### src/inc/dual_button_reset_regs.svh
/*
  timing constants for the dual push-button reset timer.
  assumes a 40 MHz ref_clk; times are typical figures.
*/
`ifndef DUAL_BUTTON_RESET_REGS_SVH
`define DUAL_BUTTON_RESET_REGS_SVH

`define CLK_HZ 40000000
`define DEGLITCH_TIME_US 1500
`define QUALIFY_PERIOD_MS 6000
`define PULSE_WIDTH_PERIOD_MS 500
// least times scale straight to whole cycles, with nothing added for rounding
`define DEGLITCH_CYCLES \
  ((`DEGLITCH_TIME_US * (`CLK_HZ / 1000000) + 0) )
`define QUALIFY_CYCLES (`QUALIFY_PERIOD_MS * (`CLK_HZ / 1000))
`define PULSE_CYCLES (`PULSE_WIDTH_PERIOD_MS * (`CLK_HZ / 1000))
`define CNT_W 32

`endif

### src/inc/dual_button_reset_pkg.sv
/*
  types for the dual push-button reset timer.
  assumes nothing beyond the constants header.
*/
package dual_button_reset_pkg;

  typedef enum logic [1:0] {
    QUAL_IDLE  = 2'b00,
    QUAL_COUNT = 2'b01,
    QUAL_PULSE = 2'b10,
    QUAL_REARM = 2'b11
  } qual_state_t;

  typedef struct packed {
    logic inputA;
    logic inputB;
  } button_pair_t;

endpackage

### src/core/dual_button_reset_timer.sv
/*
  dual push-button reset timer: reset pulse after a long both-low hold,
  plus a deglitched both-low indicator.
  assumes a free-running ref_clk; outputs are open-drain style, so each
  is a drive-low enable plus its level; pull-ups are off chip.
*/
// Notes on behaviour
// - both low past qualify period gives one fixed-width low reset pulse.
// - either input high during qualification clears the timer to zero.
// - a new pulse needs a full uninterrupted both-low qualification.
// - indicator goes low after both inputs low past deglitch time.
// - indicator stays low while both inputs stay low.
// - indicator returns high after either input high past deglitch time.
// - holding both low after a pulse gives no further pulses.
// - release during the pulse neither clears timer nor shortens pulse.
// - after the pulse, rearm needs both inputs high past deglitch time.
// - input changes shorter than deglitch time leave indicator unchanged.
// - outputs do not depend on which input falls first.
// - manual inputs are active low; undriven reads high.
`timescale 1ns/1ps
`include "dual_button_reset_regs.svh"
module dual_button_reset_timer #(
  parameter logic [31:0] QUALIFY_CYCLES = `QUALIFY_CYCLES,
  parameter logic [31:0] PULSE_CYCLES = `PULSE_CYCLES,
  parameter logic [31:0] DEGLITCH_CYCLES = `DEGLITCH_CYCLES
) (
  // clock and reset
  input wire logic ref_clk,
  input wire logic rst_n,
  // manual inputs, active low
  input wire logic manual_input_a_n,
  input wire logic manual_input_b_n,
  // reset output, open drain
  output logic resetOut_n,
  output logic resetOutEn,
  // both-low indicator, open drain
  output logic both_low_indicator_n,
  output logic bothLowIndicatorEn
);

  dual_button_reset_pkg::button_pair_t rawPair;
  dual_button_reset_pkg::button_pair_t syncPair;
  dual_button_reset_pkg::qual_state_t state_reg;
  logic [`CNT_W-1:0] qualCnt_reg;
  logic [`CNT_W-1:0] pulseCnt_reg;
  logic [`CNT_W-1:0] dgCnt_reg;
  logic [`CNT_W-1:0] rearmCnt_reg;
  logic bothLow;
  logic bothHigh;
  logic indicatorLow_reg;
  logic resetLow_reg;
  logic inCount;
  logic inPulse;
  logic inRearm;
  logic qualDone;
  logic pulseLast;
  logic rearmDone;
  logic dgDisagree;
  logic dgFlip;

  // saturating increment, shared by all timers
  function automatic logic [`CNT_W-1:0] incSat(
    input logic [`CNT_W-1:0] v
  );
    incSat = (v == {`CNT_W{1'b1}}) ? v : v + 32'h1;
  endfunction

  // threshold test; 'longer than' is met on the edge after reaching it
  function automatic logic reached(
    input logic [`CNT_W-1:0] cnt,
    input logic [`CNT_W-1:0] limit
  );
    reached = (cnt >= limit);
  endfunction

  // state decode, shared by the timers and the output flop
  function automatic logic inState(
    input dual_button_reset_pkg::qual_state_t cur,
    input dual_button_reset_pkg::qual_state_t want
  );
    inState = (cur == want);
  endfunction

  assign rawPair.inputA = manual_input_a_n;
  assign rawPair.inputB = manual_input_b_n;

  input_sync u_sync (
    .ref_clk(ref_clk),
    .rst_n(rst_n),
    .rawIn(rawPair),
    .syncOut(syncPair)
  );

  // symmetric terms, so arrival order cannot matter
  assign bothLow = !syncPair.inputA && !syncPair.inputB;
  assign bothHigh = syncPair.inputA && syncPair.inputB;

  // state decodes
  assign inCount = inState(state_reg, dual_button_reset_pkg::QUAL_COUNT);
  assign inPulse = inState(state_reg, dual_button_reset_pkg::QUAL_PULSE);
  assign inRearm = inState(state_reg, dual_button_reset_pkg::QUAL_REARM);

  // end-of-period strobes; qualDone and pulseLast shared by state machine and output flop
  assign qualDone = inCount && bothLow
                    && reached(qualCnt_reg, QUALIFY_CYCLES);
  assign pulseLast = inPulse
                     && reached(pulseCnt_reg, PULSE_CYCLES - 32'h1);
  assign rearmDone = inRearm
                     && reached(rearmCnt_reg, DEGLITCH_CYCLES);

  // deglitch compare, both directions alike
  assign dgDisagree = bothLow != indicatorLow_reg;
  assign dgFlip = dgDisagree
                  && reached(dgCnt_reg, DEGLITCH_CYCLES);

  // qualification state machine
  always_ff @(posedge ref_clk or negedge rst_n) begin
    if (!rst_n) begin
      state_reg <= dual_button_reset_pkg::QUAL_IDLE;
    end else begin
      case (state_reg)
        dual_button_reset_pkg::QUAL_IDLE: begin
          if (bothLow) begin
            state_reg <= dual_button_reset_pkg::QUAL_COUNT;
          end
        end
        dual_button_reset_pkg::QUAL_COUNT: begin
          if (!bothLow) begin
            state_reg <= dual_button_reset_pkg::QUAL_IDLE;
          end else if (qualDone) begin
            state_reg <= dual_button_reset_pkg::QUAL_PULSE;
          end
        end
        dual_button_reset_pkg::QUAL_PULSE: begin
          // inputs ignored here, pulse always runs full length
          if (pulseLast) begin
            state_reg <= dual_button_reset_pkg::QUAL_REARM;
          end
        end
        dual_button_reset_pkg::QUAL_REARM: begin
          // held buttons park here, so no second pulse
          if (rearmDone) begin
            state_reg <= dual_button_reset_pkg::QUAL_IDLE;
          end
        end
        default: begin
          state_reg <= dual_button_reset_pkg::QUAL_IDLE;
        end
      endcase
    end
  end

  // qualification timer, from zero on each both-low run
  always_ff @(posedge ref_clk or negedge rst_n) begin
    if (!rst_n) begin
      qualCnt_reg <= 32'h0;
    end else if (inCount && bothLow) begin
      qualCnt_reg <= incSat(qualCnt_reg);
    end else if (!inPulse) begin
      qualCnt_reg <= 32'h0;
    end
  end

  // pulse width timer
  always_ff @(posedge ref_clk or negedge rst_n) begin
    if (!rst_n) begin
      pulseCnt_reg <= 32'h0;
    end else if (inPulse) begin
      pulseCnt_reg <= incSat(pulseCnt_reg);
    end else begin
      pulseCnt_reg <= 32'h0;
    end
  end

  // rearm timer, needs both released without a break
  always_ff @(posedge ref_clk or negedge rst_n) begin
    if (!rst_n) begin
      rearmCnt_reg <= 32'h0;
    end else if (inRearm && bothHigh) begin
      rearmCnt_reg <= incSat(rearmCnt_reg);
    end else begin
      rearmCnt_reg <= 32'h0;
    end
  end

  // reset output flop
  always_ff @(posedge ref_clk or negedge rst_n) begin
    if (!rst_n) begin
      resetLow_reg <= 1'b0;
    end else begin
      // derived from state each edge, so no stale level can linger
      resetLow_reg <= qualDone || (inPulse && !pulseLast);
    end
  end

  // deglitch: count while input disagrees with indicator state
  always_ff @(posedge ref_clk or negedge rst_n) begin
    if (!rst_n) begin
      dgCnt_reg <= 32'h0;
    end else if (dgFlip) begin
      // restart on a flip, else a bounce right after it would pass
      dgCnt_reg <= 32'h0;
    end else if (dgDisagree) begin
      dgCnt_reg <= incSat(dgCnt_reg);
    end else begin
      dgCnt_reg <= 32'h0;
    end
  end

  // indicator flips only after a disagreement outlasts the deglitch time
  always_ff @(posedge ref_clk or negedge rst_n) begin
    if (!rst_n) begin
      indicatorLow_reg <= 1'b0;
    end else if (dgFlip) begin
      indicatorLow_reg <= bothLow;
    end
  end

  // open drain: level low only while driving
  assign resetOut_n = !resetLow_reg;
  assign resetOutEn = resetLow_reg;
  assign both_low_indicator_n = !indicatorLow_reg;
  assign bothLowIndicatorEn = indicatorLow_reg;

endmodule

### src/core/input_sync.sv
/*
  two-flop synchroniser for the two manual inputs.
  assumes inputs are asynchronous button levels, idle high.
*/
`timescale 1ns/1ps
module input_sync (
  // clock and reset
  input wire logic ref_clk,
  input wire logic rst_n,
  // raw and synchronised buttons
  input wire dual_button_reset_pkg::button_pair_t rawIn,
  output dual_button_reset_pkg::button_pair_t syncOut
);

  dual_button_reset_pkg::button_pair_t stage1_reg;
  dual_button_reset_pkg::button_pair_t stage2_reg;

  // reset to released, the idle level of a pulled-up input
  always_ff @(posedge ref_clk or negedge rst_n) begin
    if (!rst_n) begin
      stage1_reg <= 2'h3;
      stage2_reg <= 2'h3;
    end else begin
      stage1_reg <= rawIn;
      stage2_reg <= stage1_reg;
    end
  end

  assign syncOut = stage2_reg;

endmodule

### config.mk
export PLATFORM = sky130hd
export DESIGN_NAME = dual_button_reset_timer
export DESIGN_NICKNAME = d
export VERILOG_FILES = /design/src/inc/dual_button_reset_pkg.sv /design/src/core/dual_button_reset_timer.sv /design/src/core/input_sync.sv
export VERILOG_INCLUDE_DIRS = /design/src /design/src/inc
export SDC_FILE = /design/constraint.sdc
export NUM_CORES = 1
export LEC_CHECK = 0
export ABC_CLOCK_PERIOD_IN_PS = 3270
export BUFFER_PORTS_ARGS = -buffer_cell sky130_fd_sc_hd__buf_2
export CORE_MARGIN = 8
export CORE_UTILIZATION = 30
export DETAILED_ROUTE_END_ITERATION = 7
export PLACE_DENSITY = 0.41
export SLEW_MARGIN = 10
export SYNTH_ARGS = -nofsm -noshare
export SYNTH_HDL_FRONTEND = slang
export SYNTH_SLANG_ARGS = --single-unit
### constraint.sdc
create_clock -name ref_clk -period 3.27 [get_ports ref_clk]
set_clock_uncertainty 0.2 [all_clocks]
set_input_delay 0.1635 -clock ref_clk [delete_from_list [all_inputs] [get_ports ref_clk]]
set_output_delay 0.1635 -clock ref_clk [all_outputs]
set_load 0.02 [all_outputs]
# Word level (Yosys, flattened, before mapping)
# Cells that the tools add are included.
# word_totals
latch_bits,0
in_bits,4
memories,0
ram_bits,0
rom_bits,0
regBits,136
# classes
multipliers,0
n_eq_ne,17
n_div,0
n_shift,0
order_cmp,4
n_addsub,4
reduce_logical,18
bitwise_logic,0
muxes,16
# ops
operator,n
32-bit 2-to-1 mux,10
"32-bit by 1-bit adder with 32-bit output, second input constant",4
"32-bit equality test, second input constant",4
"32-bit by 16-bit greater-or-equal comparator with 1-bit output, second input constant",2
"32-bit by 25-bit greater-or-equal comparator with 1-bit output, second input constant",1
"32-bit by 28-bit greater-or-equal comparator with 1-bit output, second input constant",1
2-bit 2-to-1 mux,5
1-bit logical AND,9
"2-bit inequality test, second input constant",4
2-bit case mux with 4 select lines,1
"2-bit by 1-bit inequality test with 1-bit output, second input constant",3
1-bit zero test,5
"2-bit equality test, second input constant",2
4-bit AND reduction,1
"3-bit by 2-bit inequality test with 1-bit output, second input constant",1
"3-bit inequality test, second input constant",1
"2-bit by 1-bit equality test with 1-bit output, second input constant",1
2-bit zero test,1
2-bit AND reduction,1
1-bit logical OR,1
1-bit inequality test,1

# Longest topological paths before layout
# logic_depth
depth_word,7
mapped_depth,9

# By module
# From an unflattened synthesis, not the netlist that was laid out.
# hier_totals
hier_cells,790
hier_area_um2,7322.0
# modules_own_cells
mod,seq_area_each_um2,cells_each,area_per_inst_um2,n_inst
dual_button_reset_timer,3303.2,786,7216.9,1
input_sync,105.1,4,105.1,1

# Worst setup path after synthesis
# Ideal clock, no wire load.
# synth_timing
path_kind,register to register
from,reg u_sync.stage2_reg (netlist bit u_sync.syncOut[0])
to,reg qualCnt_reg[3]
n_path_buf,4
path_stages_with_launch,10
path_slack_ps,832
period_less_slack_ps,2438
t_arrival_ps,2143
cell_sequence,dfstp_2 > or4b_1 > buf_2 > nor4_4 > and4_1 > buf_2 > buf_4 > buf_4 > o311ai_0 > o31ai_1
# synth_between
elab_chain_cells,5
elab_cells_between_ends,7
# synth_lines
element,line_no,rtl
from (decl),input_sync.sv:16,dual_button_reset_pkg::button_pair_t stage2_reg;
from (signal assigned),input_sync.sv:25,stage2_reg <= stage1_reg;
1-bit zero test *,dual_button_reset_timer.sv:95,assign bothLow = !syncPair.inputA && !syncPair.inputB;
1-bit logical AND *,dual_button_reset_timer.sv:95,
1-bit logical AND *,dual_button_reset_timer.sv:157,end else if (inCount && bothLow) begin
2-bit inequality test (no source line) or 2-bit by 1-bit inequality test with 1-bit output (tied branches),-,
2-bit AND reduction (no source line),-,
to (signal assigned),dual_button_reset_timer.sv:158,qualCnt_reg <= incSat(qualCnt_reg);
to (decl),dual_button_reset_timer.sv:44,logic [`CNT_W-1:0] qualCnt_reg;
# Every way passes the cells marked *; elsewhere a longest branch is shown, timed or not.
# A chain may end at the register's enable or synchronous reset.

# Worst setup path after layout
# layout_timing
from,reg rearmCnt_reg[3]
to,reg rearmCnt_reg[27]
# layout_between
elab_chain_cells,3
elab_cells_between_ends,5
# layout_lines
element,line_no,rtl
from (decl),dual_button_reset_timer.sv:47,logic [`CNT_W-1:0] rearmCnt_reg;
from (signal assigned),dual_button_reset_timer.sv:180,rearmCnt_reg <= incSat(rearmCnt_reg);
32-bit by 1-bit adder with 32-bit output,dual_button_reset_timer.sv:65,incSat = (v == {`CNT_W{1'b1}}) ? v : v + 32'h1;
32-bit 2-to-1 mux,dual_button_reset_timer.sv:65,
32-bit 2-to-1 mux,dual_button_reset_timer.sv:179,end else if (inRearm && bothHigh) begin
# Several ways; a longest one is shown, not always the timed one. The select of a mux whose other input is x is not followed.

==> results.py <==
metrics = {
    "cts": {
        "cts_tree": "built",
        "clk_pin_slew_ps": 60,
        "cts-root-buf": "clkbuf_16",
        "cts_buffer_depth": 2,
        "ctsHtreeMaxLevel": 4,
        "cts_resized": 0,
        "insertion_delay_ps": 430,
        "cts_made_buffers": 17,
        "clock-sinks": 136,
    },
    "floorplan": {
        "die_area_um2": 29600,
        "die_h_um": 172,
        "coreArea_um2": 24100,
        "rows": 57,
        "start_util_pct": 30.3,
        "ios": 8,
        "die_w_um": 172,
    },
    "sta": {
        "fin_crit_sh_pct": 79.3,
        "clock.fmax_mhz": 386,
        "max_slew_margin_pct": 44.6,
        "period_minus_slack_ps": 2590,
        "rsz0062_at_grt": "false",
        "slew_viol_final": 0,
        "final_hold_viol_count": 0,
        "fin_tns_setup_ps": 0,
        "hold_ws_ps": 71.9,
        "worstMarginPinSlew_ps": 826,
        "setup_viol": 0,
    },
    "yosys": {
        "synth-edff-count": 0,
        "yosys_register_bits": 136,
        "synth_common_cells": "dfrtp_1, nand2_1, nor2_1",
        "synth_compound_area_share_pct": 15.2,
        "synth_top_family_by_area": "simple AND/OR/NAND/NOR gates",
        "ys_seq_area_share_pct": 46.7,
        "synth.most_common_cell": "dfrtp_1",
        "synthTopCellsByArea": "dfrtp_1, nand2_1, nor2_1",
        "synth_top_area_share_pct": 45.2,
        "synthXorXnorAreaFrac_pct": 4.44,
        "synth_flop_cell": "dfrtp_1",
        "syn-instance-count": 788,
        "synth.distinct_cells": 59,
        "netlist_area_um2": 7300,
        "yosys.area_share.adder_pct": 1.20,
        "synth_mux_area_share_pct": 1.25,
        "synthSimpleGateAreaFrac_pct": 28.3,
        "syn_area_per_cell_um2": 9.27,
        "yosys_warnings": 0,
        "yosys.area.top_type": "dfrtp_1",
        "async_flop_share_pct": 100,
    },
    "critical_path": {
        "cp-startpoint": "rearmCnt_reg[3]",
        "max_stage_delay_ps": 640,
        "cp.depth": 5,
        "criticalPathCategory": "reg2reg",
        "crit_fanout": 9,
        "cp.arrival_ps": 2740,
        "cp_common_cell": "or4_1",
        "cp_slowest_cell": "or4_1",
        "crit_chain": "nand4_2, or4_1, a211o_4, or4_1, a21oi_1",
        "path_buf_inv": 0,
        "crit_family": "simple AND/OR/NAND/NOR gates",
        "crit_end": "rearmCnt_reg[27]",
        "required_ps": 3420,
        "endpoint_kind": "flip-flop",
        "r2r-end": "rearmCnt_reg[27]",
        "r2r_cells": 5,
        "crit_path_start_kind": "flip-flop",
        "ff2ff_setup_slack_ps": 680,
        "regToRegStartpoint": "rearmCnt_reg[3]",
    },
    "routing": {
        "firstDrtPassIters": 5,
        "postRouteAntennaNets": 0,
        "drt_wl_total_um": 18100,
        "vias_per_cell": 5.38,
        "num_vias": 6209,
        "drcViolationCount": 0,
        "drt_iter0_drc": 456,
        "wl_per_cell_um": 15.7,
    },
    "global_route": {
        "grt_first_pass_wirelength_um": 30800,
        "gr-total-overflow": 0,
        "grt_max_degree": 81,
        "gr-usage-all-layers_pct": 12.9,
        "antenna_found_initial": 0,
        "grt_pass1_vias": 6024,
    },
    "hold_path": {
        "min_path_type": "in2async",
    },
    "power_and_ir_drop": {
        "ir_drop_uv": 313,
        "p_leak_nw": 3.16,
        "p_per_area_nw_per_um2": 425,
    },
    "cells_and_area": {
        "synthToLayoutAreaGrowth_pct": 15.4,
        "nets": 828,
        "post-route-util_pct": 35.0,
        "drive_gt1_share_pct": 10.1,
        "antenna_cells": 0,
        "stdcell_area_um2": 8430,
    },
    "place": {
        "hpwl_um": 12200,
        "place.gp.congestion": 0.822,
        "portBuffers": 7,
        "place_area_um2": 7850,
    },
    "run_status": {
        "status": "finished clean",
    },
    "job": {
        "drv_cap": 0,
    },
}
[repair_timing]
action	4_1_cts	5_1_grt
buffers inserted	0	0
setup endpoints to repair	0	0
hold buffers	3	0
hold endpoints to repair	58	0
[how the worst min path moves through the flow]
stage          startpoint             to  slack (ps)  cells after the start
6_report            rst_n  dgCnt_reg[10]          70                      2
5_1_grt             rst_n   dgCnt_reg[2]         120                      2
4_1_cts             rst_n   dgCnt_reg[7]          90                      2
3_5_place_dp        rst_n   dgCnt_reg[7]         -30                      1
3_3_place_gp        rst_n   dgCnt_reg[7]         -30                      1
2_1_floorplan       rst_n      async pin        -330                      0
[metrics by stage]
step	power, mW	std cells	worst slack, ps
floorplan	1.76	803	832
global placement	1.81	1119	700
detailed placement	1.81	1119	686
CTS	3.66	1154	666
global route	3.74	1154	529
finish	3.59	1154	678
[layout make-up]
class / instances / area, µm²
fillers: 2500 / 15700
multi-input cells: 615 / 3760
flip-flops and latches: 136 / 3410
clock buffers: 18 / 439
well taps: 324 / 405
repair buffers: 30 / 234
clock inverters: 14 / 114
inverters: 17 / 63.8
[report_power, final]
part	internal, mW	switching (mW)	total (mW)	leakage (nW)
clock	1.01	0.801	1.81	0.271
sequential	1.70	0.0109	1.71	1.85
combinational	0.0156	0.0520	0.0676	1.04
[per-layer routing]
layer | share of wire (%) | track usage, %
met1 | 48 | 16.9
met2 | 47 | 20.9
met3 | 2.9 | 2.90
met4 | 1.4 | 4.20
met5 | 0 | 0
[cell usage in the layout, fill, tap and decap left out, types with 6 or more instances in the layout]
master     count
buf_2          6
and3_1        16
buf_4         19
xor2_1         9
nor2_1        68
and4_1         8
o311ai_0       8
o31ai_1       19
nand4_1       37
mux2i_1        8
nor4_1        20
o21ai_0       30
a21oi_1       50
or3_1         23
o211ai_1       9
nand2_1       75
xnor2_1       28
conb_1        16
a211oi_1       8
clkbuf_16     17
nand3_1       41
nor3_1        19
dfrtp_1      132
or4_1         28
a31oi_1       15
ha_1           7
and2_1         7
inv_1         17
nand2b_1       6
[kinds of logic after synthesis]
logic type / after synthesis
AND/OR/NAND/NOR: 377
AO/OA/AOI/OAI: 169
flip-flops: 136
buffers and inverters: 52
XOR/XNOR: 37
multiplexers: 9
adder cells (fa/ha/maj): 7
other: 1
[worst register-to-register path: stages (launching register included)]
cell and delay, ps:
dfrtp_1 460, nand4_2 210, or4_1 640, a211o_4 400
or4_1 480, a21oi_1 140
Note: power is estimated with default switching activity, not from simulation.
